File: config.mk
export PLATFORM = sky130hd
export DESIGN_NAME = ladder_ctrl_top
export DESIGN_NICKNAME = d
export VERILOG_FILES = /design/src/ladder_ctrl_pkg.sv /design/src/ladder_ctrl_reg.sv /design/src/ladder_tap_decode.sv /design/src/ladder_ctrl_top.sv
export VERILOG_INCLUDE_DIRS = /design/src
export SDC_FILE = /design/constraint.sdc
export NUM_CORES = 1
export LEC_CHECK = 0
export BUFFER_PORTS_ARGS = -buffer_cell sky130_fd_sc_hd__buf_2
export CAP_MARGIN = 20
export CORE_MARGIN = 4
export CORE_UTILIZATION = 47
export DETAILED_ROUTE_END_ITERATION = 8
export PLACE_DENSITY_LB_ADDON = 0.25
export SLEW_MARGIN = 20
export SYNTH_ARGS = -nofsm -noshare
export SYNTH_HDL_FRONTEND = slang
export SYNTH_SLANG_ARGS = --single-unit
File: constraint.sdc
create_clock -name i_clk -period 2.65 [get_ports i_clk]
set_input_delay 0.1325 -clock i_clk [delete_from_list [all_inputs] [get_ports i_clk]]
set_output_delay 0.1325 -clock i_clk [all_outputs]
set_load 0.005 [all_outputs]
File: src/ladder_ctrl_consts.svh
// constants for the comparator reference ladder control block
`ifndef LADDER_CTRL_CONSTS_SVH
`define LADDER_CTRL_CONSTS_SVH

// ----------------------------------------------------------------
// register byte offsets on the axi4-lite bus
// ----------------------------------------------------------------
`define LADDER_CTRL_OFFSET 12'h000
`define LADDER_STATUS_OFFSET 12'h004

// ----------------------------------------------------------------
// control register fields
// ----------------------------------------------------------------
`define LADDER_POWER_BIT 7
`define LADDER_PIN_OE_BIT 6
`define LADDER_RANGE_BIT 5
`define LADDER_SOURCE_BIT 4
`define LADDER_CODE_MSB 3
`define LADDER_CODE_LSB 0
`define LADDER_CTRL_RESET 8'h00

// ----------------------------------------------------------------
// status register fields
// ----------------------------------------------------------------
`define LADDER_STAT_LEVEL_MSB 6
`define LADDER_STAT_PIN_BIT 8

// ----------------------------------------------------------------
// ladder scale: levels are expressed in 96ths of the source span
// ----------------------------------------------------------------
`define LADDER_SCALE_DEN 96
`define LADDER_ZERO_RANGE_STEP 7'h04
`define LADDER_QUARTER_RANGE_STEP 7'h03
`define LADDER_QUARTER_OFFSET 7'h08

// ----------------------------------------------------------------
// axi response codes
// ----------------------------------------------------------------
`define AXI_RESP_OKAY 2'h0
`define AXI_RESP_SLVERR 2'h2

`endif

File: src/ladder_ctrl_pkg.sv
// types shared by the comparator reference ladder control block
package ladder_ctrl_pkg;

    // read channel sequencing
    typedef enum logic [0:0] {
        RD_IDLE = 1'b0,
        RD_RESP = 1'b1
    } rd_state_e;

    // one byte of ladder control
    typedef logic [7:0] ctrl_byte_t;

    // level in 96ths of the source span
    typedef logic [6:0] level_t;

endpackage : ladder_ctrl_pkg

File: src/ladder_ctrl_reg.sv
// the eight-bit ladder control register with its reset and write update
`include "ladder_ctrl_consts.svh"

module ladder_ctrl_reg
    import ladder_ctrl_pkg::*;
(
    // clock and reset
    input wire logic i_clk,
    input wire logic i_rst_b,
    input wire logic i_clk_en,
    // write port
    input wire logic i_wr_en,
    input wire ctrl_byte_t i_wr_data,
    // stored value
    output ctrl_byte_t o_ctrl
);

    ctrl_byte_t ctrl_reg; // stored control byte
    ctrl_byte_t ctrl_next; // value for the next edge

    // next value: whole byte replaced at once on a write
    always_comb begin
        ctrl_next = i_wr_en ? i_wr_data : ctrl_reg;
    end

    // only reset or a write alters the byte, so waking from sleep keeps it
    always_ff @(posedge i_clk or negedge i_rst_b) begin
        if (!i_rst_b) begin
            ctrl_reg <= `LADDER_CTRL_RESET;
        end else if (i_clk_en) begin
            ctrl_reg <= ctrl_next;
        end
    end

    assign o_ctrl = ctrl_reg;

endmodule : ladder_ctrl_reg

File: src/ladder_tap_decode.sv
// maps level code and range onto a ladder tap in 96ths of the span
`include "ladder_ctrl_consts.svh"

module ladder_tap_decode
    import ladder_ctrl_pkg::*;
(
    // control fields
    input wire logic [3:0] i_code,
    input wire logic i_range,
    input wire logic i_power,
    // decoded tap
    output level_t o_level
);

    // ----------------------------------------------------------------
    // tap arithmetic
    // ----------------------------------------------------------------
    // zero range: code/24 = 4*code/96; quarter range: (8+code)/32 = 3*(8+code)/96
    function automatic level_t tap_level(input logic [3:0] code, input logic range);
        level_t c;
        c = {3'h0, code};
        if (range) begin
            tap_level = 7'(c * `LADDER_ZERO_RANGE_STEP);
        end else begin
            tap_level = 7'((c + `LADDER_QUARTER_OFFSET) * `LADDER_QUARTER_RANGE_STEP);
        end
    endfunction : tap_level

    // a powered-down ladder presents no tap
    assign o_level = i_power ? tap_level(i_code, i_range) : 7'h00;

endmodule : ladder_tap_decode

File: src/ladder_ctrl_top.sv
// axi4-lite controlled reference ladder: register slave, decode and pin gating
//
// Function
// four-bit code picks sixteen levels per range
// range one gives code over 24
// range zero gives quarter plus code/32
// bit 7 powers the ladder on/off
// bit 6 drives level onto shared pin
// bit 5 selects zero or quarter range
// bit 4 selects external pins or supply
// reset clears the whole register to zero
// wake from sleep keeps every field
// pin connects only when input and enabled
// independent of comparator configuration
// software should power down before sleep
// write updates all; read returns all bits
//
// The AXI4-Lite register port and the address map were decided locally.
`include "ladder_ctrl_consts.svh"

module ladder_ctrl_top
    import ladder_ctrl_pkg::*;
#(
    parameter int ADDR_W = 12 // byte address width of the slave
) (
    // clock, enable, reset
    input wire logic i_clk,
    input wire logic i_clk_en,
    input wire logic i_rst_b,
    // axi4-lite write address
    input wire logic i_awvalid,
    output logic o_awready,
    input wire logic [ADDR_W-1:0] i_awaddr,
    input wire logic [2:0] i_awprot,
    // axi4-lite write data
    input wire logic i_wvalid,
    output logic o_wready,
    input wire logic [31:0] i_wdata,
    input wire logic [3:0] i_wstrb,
    // axi4-lite write response
    output logic o_bvalid,
    input wire logic i_bready,
    output logic [1:0] o_bresp,
    // axi4-lite read address
    input wire logic i_arvalid,
    output logic o_arready,
    input wire logic [ADDR_W-1:0] i_araddr,
    input wire logic [2:0] i_arprot,
    // axi4-lite read data
    output logic o_rvalid,
    input wire logic i_rready,
    output logic [31:0] o_rdata,
    output logic [1:0] o_rresp,
    // port logic on the same clock
    input wire logic i_shared_pin_direction,
    // analog ladder controls
    output logic o_ladder_power_enable,
    output logic o_ladder_range_select,
    output logic o_ladder_source_select,
    output logic [3:0] o_ladder_level_code,
    output level_t o_ladder_output_level,
    output logic o_shared_analog_pin_connect
);

    // ----
    // declarations
    // ----
    ctrl_byte_t ctrl; // stored control byte
    level_t tap_level; // decoded tap, combinational
    logic wr_ctrl_en; // one-cycle write strobe to the control byte
    logic pin_connect; // combinational pin gate

    // write channel state
    logic awready_reg; // address channel ready
    logic awready_next;
    logic wready_reg; // data channel ready
    logic wready_next;
    logic aw_got_reg; // address held, waiting for data
    logic aw_got_next;
    logic w_got_reg; // data held, waiting for address
    logic w_got_next;
    logic [ADDR_W-1:0] waddr_reg; // held write address
    logic [ADDR_W-1:0] waddr_next;
    logic [7:0] wbyte_reg; // held low data byte
    logic [7:0] wbyte_next;
    logic wlane_reg; // low byte lane enabled
    logic wlane_next;
    logic bvalid_reg; // response pending
    logic bvalid_next;
    logic [1:0] bresp_reg; // response code
    logic [1:0] bresp_next;

    // read channel state
    rd_state_e rd_state_reg; // read sequencing
    rd_state_e rd_state_next;
    logic [31:0] rdata_reg; // read data held for the master
    logic [31:0] rdata_next;
    logic [1:0] rresp_reg; // read response code
    logic [1:0] rresp_next;

    // registered ladder outputs
    logic power_reg;
    logic power_next;
    logic range_reg;
    logic range_next;
    logic source_reg;
    logic source_next;
    logic [3:0] code_reg;
    logic [3:0] code_next;
    level_t level_reg;
    level_t level_next;
    logic pin_reg;
    logic pin_next;

    // ----
    // address decode
    // ----
    // word aligned match; the low two address bits are ignored
    function automatic logic addr_is(input logic [ADDR_W-1:0] addr,
                                     input logic [11:0] offset);
        addr_is = (addr[ADDR_W-1:2] == offset[ADDR_W-1:2]);
    endfunction : addr_is

    // ----
    // control register and tap decode
    // ----
    // the byte has no input from comparator configuration at all
    ladder_ctrl_reg u_ctrl_reg (
        .i_clk(i_clk),
        .i_rst_b(i_rst_b),
        .i_clk_en(i_clk_en),
        .i_wr_en(wr_ctrl_en),
        .i_wr_data(wbyte_reg),
        .o_ctrl(ctrl)
    );

    // code field spans sixteen taps in either range
    ladder_tap_decode u_tap (
        .i_code(ctrl[`LADDER_CODE_MSB:`LADDER_CODE_LSB]),
        .i_range(ctrl[`LADDER_RANGE_BIT]),
        .i_power(ctrl[`LADDER_POWER_BIT]),
        .o_level(tap_level)
    );

    // ----
    // shared pin gating
    // ----
    // direction high means input; the ladder must be powered to drive anything
    always_comb begin
        pin_connect = ctrl[`LADDER_POWER_BIT]
                    & ctrl[`LADDER_PIN_OE_BIT]
                    & i_shared_pin_direction;
    end

    // ----
    // write channels: next state
    // ----
    // address and data in either order; write and response land one edge after both
    always_comb begin
        aw_got_next = aw_got_reg;
        w_got_next = w_got_reg;
        waddr_next = waddr_reg;
        wbyte_next = wbyte_reg;
        wlane_next = wlane_reg;
        bvalid_next = bvalid_reg;
        bresp_next = bresp_reg;
        wr_ctrl_en = 1'b0;
        // response accepted by the master
        if (bvalid_reg && i_bready) begin
            bvalid_next = 1'b0;
        end
        // write address taken
        if (i_awvalid && awready_reg) begin
            aw_got_next = 1'b1;
            waddr_next = i_awaddr;
        end
        // write data taken
        if (i_wvalid && wready_reg) begin
            w_got_next = 1'b1;
            wbyte_next = i_wdata[7:0];
            wlane_next = i_wstrb[0];
        end
        // both halves present and no response outstanding
        if (aw_got_reg && w_got_reg && !bvalid_reg) begin
            aw_got_next = 1'b0;
            w_got_next = 1'b0;
            bvalid_next = 1'b1;
            if (addr_is(waddr_reg, `LADDER_CTRL_OFFSET)) begin
                // a cleared low lane leaves the byte alone but still answers okay
                wr_ctrl_en = wlane_reg;
                bresp_next = `AXI_RESP_OKAY;
            end else if (addr_is(waddr_reg, `LADDER_STATUS_OFFSET)) begin
                // status is read only; writes are dropped quietly
                bresp_next = `AXI_RESP_OKAY;
            end else begin
                // unmapped address
                bresp_next = `AXI_RESP_SLVERR;
            end
        end
        // channels reopen only once the previous write is fully answered
        awready_next = !aw_got_next && !bvalid_next;
        wready_next = !w_got_next && !bvalid_next;
    end

    // ----
    // write channels: registers
    // ----
    always_ff @(posedge i_clk or negedge i_rst_b) begin
        if (!i_rst_b) begin
            awready_reg <= 1'b1;
            wready_reg <= 1'b1;
            aw_got_reg <= 1'b0;
            w_got_reg <= 1'b0;
            waddr_reg <= '0;
            wbyte_reg <= 8'h00;
            wlane_reg <= 1'b0;
            bvalid_reg <= 1'b0;
            bresp_reg <= `AXI_RESP_OKAY;
        end else if (i_clk_en) begin
            awready_reg <= awready_next;
            wready_reg <= wready_next;
            aw_got_reg <= aw_got_next;
            w_got_reg <= w_got_next;
            waddr_reg <= waddr_next;
            wbyte_reg <= wbyte_next;
            wlane_reg <= wlane_next;
            bvalid_reg <= bvalid_next;
            bresp_reg <= bresp_next;
        end
    end

    // ----
    // read channel: next state
    // ----
    // data captured at the address edge misses a write landing on that edge
    always_comb begin
        rd_state_next = rd_state_reg;
        rdata_next = rdata_reg;
        rresp_next = rresp_reg;
        case (rd_state_reg)
            RD_IDLE: begin
                if (i_arvalid) begin
                    rd_state_next = RD_RESP;
                    rresp_next = `AXI_RESP_OKAY;
                    if (addr_is(i_araddr, `LADDER_CTRL_OFFSET)) begin
                        rdata_next = {24'h000000, ctrl};
                    end else if (addr_is(i_araddr, `LADDER_STATUS_OFFSET)) begin
                        // live tap and pin state
                        rdata_next = {23'h000000, pin_connect, 1'b0, tap_level};
                    end else begin
                        // unmapped: zero data with slave error
                        rdata_next = 32'h00000000;
                        rresp_next = `AXI_RESP_SLVERR;
                    end
                end
            end
            RD_RESP: begin
                // hold data until the master takes it
                if (i_rready) begin
                    rd_state_next = RD_IDLE;
                end
            end
            default: begin
                rd_state_next = RD_IDLE;
            end
        endcase
    end

    // ----
    // read channel: registers
    // ----
    always_ff @(posedge i_clk or negedge i_rst_b) begin
        if (!i_rst_b) begin
            rd_state_reg <= RD_IDLE;
            rdata_reg <= 32'h00000000;
            rresp_reg <= `AXI_RESP_OKAY;
        end else if (i_clk_en) begin
            rd_state_reg <= rd_state_next;
            rdata_reg <= rdata_next;
            rresp_reg <= rresp_next;
        end
    end

    // ----
    // ladder outputs: next state
    // ----
    // registered so analog controls never glitch; sleep is not watched here
    always_comb begin
        power_next = ctrl[`LADDER_POWER_BIT];
        range_next = ctrl[`LADDER_RANGE_BIT];
        source_next = ctrl[`LADDER_SOURCE_BIT];
        code_next = ctrl[`LADDER_CODE_MSB:`LADDER_CODE_LSB];
        level_next = tap_level;
        pin_next = pin_connect;
    end

    // ----
    // ladder outputs: registers
    // ----
    always_ff @(posedge i_clk or negedge i_rst_b) begin
        if (!i_rst_b) begin
            power_reg <= 1'b0;
            range_reg <= 1'b0;
            source_reg <= 1'b0;
            code_reg <= 4'h0;
            level_reg <= 7'h00;
            pin_reg <= 1'b0;
        end else if (i_clk_en) begin
            power_reg <= power_next;
            range_reg <= range_next;
            source_reg <= source_next;
            code_reg <= code_next;
            level_reg <= level_next;
            pin_reg <= pin_next;
        end
    end

    // ----
    // output wiring, all from flip-flops
    // ----
    assign o_awready = awready_reg;
    assign o_wready = wready_reg;
    assign o_bvalid = bvalid_reg;
    assign o_bresp = bresp_reg;
    assign o_arready = (rd_state_reg == RD_IDLE);
    assign o_rvalid = (rd_state_reg == RD_RESP);
    assign o_rdata = rdata_reg;
    assign o_rresp = rresp_reg;
    assign o_ladder_power_enable = power_reg;
    assign o_ladder_range_select = range_reg;
    assign o_ladder_source_select = source_reg;
    assign o_ladder_level_code = code_reg;
    assign o_ladder_output_level = level_reg;
    assign o_shared_analog_pin_connect = pin_reg;

endmodule : ladder_ctrl_top

## After elaboration in Yosys (flattened, before gate mapping)

Index checks and enable logic that the tools add are counted.

| word-level totals | value |
|---|---|
| bits in registers | 86 |

| cells by class | value |
|---|---|
| equal/unequal tests | 2 |
| multiplexer cells | 19 |
| bitwise gates (word level) | 3 |
| reduce and logical (&&, ||, !) cells | 18 |
| add/sub/neg operators | 1 |
| $mul | 1 |

Operators with widths:

| operator | count |
|---|---|
| 10-bit by 1-bit == test with 1-bit output, second input constant | 2 |
| 10-bit zero test | 2 |
| 9-bit two-way mux | 2 |
| 7-bit two-way mux | 2 |
| 1-bit two-way mux | 10 |
| 2-bit two-way mux | 4 |
| 2-bit AND reduction | 4 |
| 1-bit logical AND | 7 |
| 7-bit by 2-bit multiplier with 7-bit output, second input constant | 1 |
| 4-bit by 4-bit adder with 5-bit output, second input constant | 1 |
| 1-bit zero test | 4 |
| 3-bit AND reduction | 1 |
| 1-bit bitwise AND | 2 |
| 1-bit case mux with 2 select lines | 1 |
| 1-bit NOT | 1 |

## Longest topological paths before layout

Gate-level depths: netlist (run 1).

| logic depth | value |
|---|---|
| word-level depth | 6 |
| gate-level depth with buffers | 8 |
| gate-level depth less buffers | 8 |

## Modules after synthesis

Synthesis (run 1) repeated with hierarchy kept, for this count alone.

| unflattened totals | value |
|---|---|
| cells, all modules | 230 |
| area, all modules | 2,852.7 um^2 |

Modules (own cells, without submodules):

| module | instances | cells an instance | area each (um^2) | sequential area each (um^2) |
|---|---|---|---|---|
| ladder_ctrl_top | 1 | 183 | 2,313.5 | 1,278.7 |
| ladder_ctrl_reg | 1 | 17 | 296.5 | 200.2 |
| ladder_tap_decode | 1 | 30 | 242.7 | 0.0 |

## Worst setup path after synthesis (run 1)

No wires, ideal clock.

| path | value |
|---|---|
| path type | register -> register |
| from | reg u_ctrl_reg.ctrl_reg[0], in the netlist u_ctrl_reg.o_ctrl[0] |
| to | reg rdata_reg[5], in the netlist o_rdata[5] |
| data required time | 2.534 ns |
| slack | 0.608 ns |
| arrival time | 1.927 ns |
| setup time | 0.116 ns |
| stages on the path, launching flop included | 9 |
| cells stage by stage | dfrtp_1 -> ha_1 -> inv_1 -> fa_1 -> fa_1 -> nor2_1 -> mux2_2 -> a22oi_1 -> o311ai_0 |

| on the way | value |
|---|---|
| word-level cells in the longest chain between the ends | 6 |

Ends and longest elaborated chain:

| element | RTL line | text |
|---|---|---|
| start, declared | ladder_ctrl_reg.sv:18 | `ctrl_byte_t ctrl_reg;` |
| start signal, assigned | ladder_ctrl_reg.sv:29 | `` ctrl_reg <= `LADDER_CTRL_RESET; `` |
| start signal, assigned | ladder_ctrl_reg.sv:31 | `ctrl_reg <= ctrl_next;` |
| 4-bit by 4-bit adder with 5-bit output (no line) | - |  |
| 7-bit by 2-bit multiplier with 7-bit output (no line) | - |  |
| 7-bit two-way mux | ladder_tap_decode.sv:22 | `if (range) begin` |
| 7-bit two-way mux | ladder_tap_decode.sv:30 | `assign o_level = i_power ? tap_level(i_code, i_range) : 7'h00;` |
| 9-bit two-way mux | ladder_ctrl_top.sv:247 | `` end else if (addr_is(i_araddr, `LADDER_STATUS_OFFSET)) begin `` |
| 9-bit two-way mux | ladder_ctrl_top.sv:245 | `` if (addr_is(i_araddr, `LADDER_CTRL_OFFSET)) begin `` |
| end signal, assigned | ladder_ctrl_top.sv:279 | `rdata_reg <= rdata_next;` |
| end, declared | ladder_ctrl_top.sv:96 | `logic [31:0] rdata_reg;` |

Every way passes these cells.
A chain may end at the register's enable or synchronous reset.

## Final worst setup path (run 1)

| path | value |
|---|---|
| from | reg u_ctrl_reg.ctrl_reg[1], in the netlist u_ctrl_reg.o_ctrl[1] |
| to | reg rdata_reg[3], in the netlist o_rdata[3] |

| on the way | value |
|---|---|
| word-level cells in the longest chain between the ends | 6 |

Ends and longest elaborated chain:

| element | RTL line |
|---|---|
| 4-bit by 4-bit adder with 5-bit output (no line) | - |
| 7-bit by 2-bit multiplier with 7-bit output (no line) | - |
| 7-bit two-way mux (*) | ladder_tap_decode.sv:22 |
| 7-bit two-way mux (*) | ladder_tap_decode.sv:30 |
| 9-bit two-way mux (*) | ladder_ctrl_top.sv:247 |
| 9-bit two-way mux (*) | ladder_ctrl_top.sv:245 |

Every way passes the cells marked *; elsewhere a longest branch is shown, timed or not.

==> results of run 1 <==
==> kinds of logic after synthesis <==
family | count (synthesis) | share of synthesized area
simple gates | 53 | 0.106
flops | 59 | 0.527
buf+inv | 50 | 0.102
compound gates | 28 | 0.0660
xor+xnor | 1 | 0.00312
fa+ha+maj | 5 | 0.0277
other cells | 1 | 0.00134
mux | 42 | 0.167
==> final timing paths <==
path,from,end,slack [ns]
worst max-delay path,u_ctrl_reg.o_ctrl[1]$_DFFE_PN0P_,o_rdata[3]$_DFFE_PN0P_,0.42
worst min-delay path,i_awaddr[5],waddr_reg[5]$_DFFE_PN0P_,0.03
worst max register to register,u_ctrl_reg.o_ctrl[1]$_DFFE_PN0P_,o_rdata[3]$_DFFE_PN0P_,0.42
worst min register to register,o_rdata[3]$_DFFE_PN0P_,o_rdata[3]$_DFFE_PN0P_,0.48
max in group asynchronous,i_rst_b,aw_got_reg$_DFFE_PN0P_,1.66
min in group asynchronous,i_rst_b,o_bvalid$_DFFE_PN0P_,0.48
==> through the flow <==
stage | hold WS (ns) | power (uW) | util | area, um2
after floorplan | -0.163 | 1560 | - | 2900
after global placement | 0.333 | 1660 | 0.553 | 3120
after detailed placement | 0.330 | 1690 | 0.553 | 3120
after CTS | 0.0192 | 2460 | 0.587 | 3310
after global routing | 0.0120 | 2580 | 0.587 | 3310
final | 0.0332 | 2430 | 0.587 | 3310
==> critical path, delay by kind of cell, from the launching register on <==
kind	cells	cell delay (ns)
compound gates	2	0.42
fa+ha+maj	3	0.99
buf+inv	1	0.05
flops	1	0.43
mux	1	0.12
simple gates	1	0.14
==> metal layers <==
metal  global-route usage  part of all wire
met5                    0                 0
met4               0.0691             0.018
met3               0.0544             0.089
met2                0.227              0.44
met1                0.205              0.45
==> cell type report <==
class,instances,area [um2]
multi-input combinational,154,1130
tap,72,90.1
timing repair buffer,71,365
clock inverter,3,40.0
clock buffer,11,141
inverter,17,63.8
sequential,59,1480
fill,490,2330
==> Yosys cell counts, types with 4 or more instances <==
cell type | instances | area (um2)
dfrtp_1 | 57 | 1430
mux2_2 | 39 | 439
buf_4 | 25 | 188
nand2_1 | 19 | 71.3
inv_1 | 17 | 63.8
o21ai_0 | 9 | 45.0
nand3_1 | 7 | 35.0
nor2_1 | 7 | 26.3
clkbuf_1 | 4 | 15.0
==> power by group through the flow <==
| stage | Sequential [uW] | Clock [uW] | Combinational (uW) |
|---|---|---|---|
| after floorplan | 1230 | 0 | 329 |
| after global placement | 1250 | 0 | 414 |
| after detailed placement | 1260 | 0 | 428 |
| after CTS | 1250 | 785 | 429 |
| after global routing | 1280 | 825 | 476 |
| final | 1240 | 765 | 423 |
==> layout by cell type, fill, tap and decap left out, types with 3 or more instances in the layout <==
cell / Yosys / routed
buf_2: 2 / 68
nor3_1: 3 / 3
nand3_1: 7 / 7
mux2_2: 39 / 39
nand2_1: 19 / 19
mux2i_1: 3 / 3
nand4_1: 3 / 3
conb_1: 1 / 25
dfrtp_1: 57 / 57
o21ai_0: 9 / 9
nor2_1: 7 / 7
ha_1: 3 / 3
nand2b_1: 3 / 3
o22ai_1: 3 / 3
clkbuf_8: 0 / 10
inv_1: 17 / 17
==> repair_timing <==
action / 4_1_cts / 5_1_grt
hold endpoints to repair: 57 / 0
resized for setup: 0 / 0
hold buffers: 1 / 0
==> flow_summary.yaml, run 1 <==
outcome:
  status: "finished, final reports clean"
routing:
  first_pass_iters: 4
  wire_per_inst_um: 13.8
  ant_nets: 0
  viasPerCell: 4.87
  vias: 1884
  drc_errors: 0
  wl_mm: 5.36
  drt_iter0_drc: 83
synth:
  ys.flop_type: "dfrtp_1"
  synth_edf_count: 0
  ys_seq_area_frac: 0.527
  syn-cell-area_um2: 2810
  yosysUniqueCellTypes: 44
  ys_ff_latch: 59
  postSynthAreaPerCell_um2: 11.7
  synthArstFlopShare: 1.00
  synthCells: 239
  yosysWarnings: 0
sta:
  min_period_ns: 2.23
  setup_ws_ns: 0.421
  final-hold-violation-count: 0
  fin_setup_tns_ns: 0
  rsz0062_at_grt: "no"
  setup_viol: 0
  maxSlewViolCount: 0
  fin_skew_ns: 0.00698
  finalCritPeriodShare: 0.841
  tightest_slew_ns: 0.744
  timing.fmax_mhz: 449
  slew_headroom: 0.504
power:
  p_sw_frac: 0.259
  p_switching_uw: 631
  power_frac_comb: 0.174
  ir_drop_v: 0.000391
  clkPwrFrac: 0.315
  sequentialPowerShare: 0.512
  leakagePower_uw: 0.00169
  intPower_uw: 1800
  power_per_cell_area_nw_per_um2: 734
final_layout:
  syn_to_final_growth_pct: 18.0
  fin_nets: 392
  drive_gt1_frac: 0.410
  largest_reg_flops: 10
  n_antenna_cell: 0
  instances_no_fill: 387
global_route:
  grt_pass1_wl_mm: 8.86
  grt_pass1_vias: 1877
  grt_max_degree: 60
  antenna_found_initial: 0
  gr-usage-all-layers: 0.154
  grt_overflow: 0
floorplanning:
  die_x_um: 85.3
  start_util: 0.497
  dieArea_um2: 7270
  core_um2: 5640
  die_height_um: 85.3
  fp-row-count: 27
  boundaryPins: 131
placement:
  place.gp.congestion: 0.754
  place_ws_ns: 0.405
  numPortBuffers: 68
  dp.cells: 372
  place_hpwl_mm: 3.97
cts:
  cts_tree: "done"
  numClockSinks: 59
  clock-root-buffer: "clkbuf_8"
  post_cts_buffers: 0
  clkLatencyLatePin_ns: 0.33
  cts_buffer_depth: 2
  cts_buffers: 9
  clk_pin_slew_worst_paths_ns: 0.06
  cts-htree-levels: 3
critical_path:
  startpoint_type: "flop"
  critPathMaxStageDelay_ns: 0.43
  cp_data_required_time_ns: 2.90
  cp_slowest_cell: "dfrtp_1"
  crit_chain: "ha_1 > inv_1 > fa_1 > fa_1 > nor2b_1 > a211oi_1 > mux2i_1 > o21ai_0"
  path_class: "flop to flop"
  crit_arrival_ns: 2.48
  crit_fanout: 5
  path_common_cell: "fa_1"
  worstRegToRegCells: 8
  cp-end-kind: "flop"
run:
  maxCapViolCount: 0
worst_hold_path:
  worstHoldPathType: "primary input to flop"
  min_path_cells: 2
Power figures use the tool's default switching activity.
==> run 2: changes to the inputs <==
==> constraint.sdc (replaced) <==
create_clock -name i_clk -period 2.11 [get_ports i_clk]
set_input_delay 0.1055 -clock i_clk [delete_from_list [all_inputs] [get_ports i_clk]]
set_output_delay 0.1055 -clock i_clk [all_outputs]
set_load 0.005 [all_outputs]
==> run 2 against run 1 <==
  * Via count rose by 3.1%
  * Global-route usage is 0.52 points higher
  * Highest routed layer unchanged
  * Critical path type unchanged
  * Largest power group unchanged
  * Total power is 28% higher
  * Sequential power grew 26%
  * Die area is the same
  * Clock skew about the same
  * Critical endpoint is now o_ladder_output_level[3]$_DFFE_PN0P_
  * Register-to-register slack lost 0.40 ns
  * Wire length rose by 4.2%
==> flow_summary.yaml, run 2 (synthesis results as in run 1) <==
outcome:
  status: "finished, final reports clean"
final_layout:
  instances_no_fill: 409
  final_area_um2: 3530
  largest_reg_flops: 10
  final_common_cell: "buf_2"
  drive_gt1_frac: 0.424
  syn_to_final_growth_pct: 25.7
  mostFrequentLayoutCells: "buf_2 (68), dfrtp_1 (57), mux2_2 (38)"
  fin_nets: 412
  n_antenna_cell: 0
critical_path:
  path_class: "flop to flop"
  path_common_cell: "fa_2"
  cp_data_required_time_ns: 2.32
  cp_slowest_cell: "fa_2"
  rrSetupSlack_ns: 0.02
  reg2reg_to: "o_ladder_output_level[3]$_DFFE_PN0P_"
  critPathMaxStageDelay_ns: 0.52
  worstRegToRegCells: 7
  startpoint_type: "flop"
  cp-end-kind: "flop"
  cp-endpoint: "o_ladder_output_level[3]$_DFFE_PN0P_"
  path_depth: 7
  crit_start: "u_ctrl_reg.o_ctrl[1]$_DFFE_PN0P_"
  crit_arrival_ns: 2.30
  cp_num_buf_inv: 1
  critPathTopFamily: "adder cells"
  crit_fanout: 4
  rr_startpoint: "u_ctrl_reg.o_ctrl[1]$_DFFE_PN0P_"
  crit_chain: "ha_2 > inv_2 > fa_2 > fa_2 > nor2b_1 > a211oi_2 > mux2_2"
routing:
  wl_mm: 5.58
  viasPerCell: 4.75
  wire_per_inst_um: 13.7
  drc_errors: 0
  first_pass_iters: 4
  ant_nets: 0
  vias: 1943
  drt_iter0_drc: 57
sta:
  finalCritPeriodShare: 0.990
  min_period_ns: 2.09
  timing.fmax_mhz: 479
  maxSlewViolCount: 0
  setup_viol: 0
  setup_ws_ns: 0.0214
  rsz0062_at_grt: "yes"
  final-hold-violation-count: 0
  fin_setup_tns_ns: 0
  whs_ns: 0.00573
  slew_headroom: 0.604
  tightest_slew_ns: 0.594
  fin_skew_ns: 0.00660
floorplanning:
  core_um2: 5640
  fp-row-count: 27
  boundaryPins: 131
  dieArea_um2: 7270
  start_util: 0.497
  die_height_um: 85.3
  die_x_um: 85.3
worst_hold_path:
  worstHoldPathType: "primary input to flop"
global_route:
  grt_pass1_wl_mm: 9.10
  antenna_found_initial: 0
  grt_overflow: 0
  gr-usage-all-layers: 0.160
  grt_max_degree: 36
  grt_pass1_vias: 1903
cts:
  cts_buffers: 9
  cts-htree-levels: 3
  cts_tree: "done"
  clkLatencyLatePin_ns: 0.33
  clk_pin_slew_worst_paths_ns: 0.06
  numClockSinks: 59
  cts_buffer_depth: 2
  clock-root-buffer: "clkbuf_8"
power:
  ir_drop_v: 0.000672
  power_per_cell_area_nw_per_um2: 881
  sequentialPowerShare: 0.503
  power_frac_comb: 0.182
  clkPwrFrac: 0.315
  p_sw_frac: 0.258
  leakagePower_uw: 0.00179
  intPower_uw: 2300
  p_switching_uw: 802
placement:
  numPortBuffers: 68
  place_ws_ns: -0.102
  place.gp.congestion: 0.775
  place_hpwl_mm: 4.15
  dp.cells: 380
  place_area_um2: 3190
run:
  maxCapViolCount: 0
run 2: how the worst min path moves through the flow:
stage,start,end,cells past startpoint
final,i_wdata[7],wbyte_reg[7]$_DFFE_PN0P_,2
after global placement,i_rst_b,o_bvalid$_DFFE_PN0P_,1
after CTS,i_wdata[7],wbyte_reg[7]$_DFFE_PN0P_,2
after detailed placement,i_rst_b,o_rvalid$_DFFE_PN0P_,1
after global routing,i_awaddr[9],waddr_reg[9]$_DFFE_PN0P_,2
after floorplan,i_rst_b,aw_got_reg$_DFFE_PN0P_,0
run 2: what timing repair did:
action / in CTS / in global routing
setup endpoints to repair: 3 / 4
pin swaps: 0 / 5
hold buffers: 6 / 6
gates resized for setup: 2 / 7
endpoints found under the hold margin: 28 / 6
setup buffers: 1 / 0
run 2: per-stage QoR:
step	power (uW)	utilization
floorplan	1950	-
global placement	2100	0.566
detailed placement	2140	0.566
CTS	3130	0.612
global route	3290	0.625
finish	3110	0.625
run 2: layout make-up:
class	instances	area, um2
clock buffer	14	153
sequential	59	1480
clock inverter	2	35.0
inverter	17	63.8
timing repair buffer	91	556
fill	467	2120
tap	72	90.1
multi-input combinational	154	1150
run 2: power by group through the flow:
stage               Combinational, uW  Sequential (uW)  Clock [uW]
floorplan                         414             1540           0
global placement                  535             1570           0
detailed placement                555             1580           0
CTS                               566             1560        1000
global route                      633             1590        1070
finish                            566             1560         977
run 2: worst reg2reg max path, cell delays in order, from the launching register on:
cell      delay (ns)
dfrtp_1         0.40
ha_2            0.21
inv_2           0.04
fa_2            0.33
fa_2            0.52
nor2b_1         0.15
a211oi_2        0.05
mux2_2          0.28
run 2: metal layers:
| layer | wire length [um] | up-vias | GRT usage |
|---|---|---|---|
| met5 | 0 | - | 0 |
| met2 | 2520 | 66 | 0.241 |
| met1 | 2540 | 907 | 0.209 |
| li1 | - | 963 | - |
| met3 | 453 | 7 | 0.0573 |
| met4 | 65 | 0 | 0.0647 |
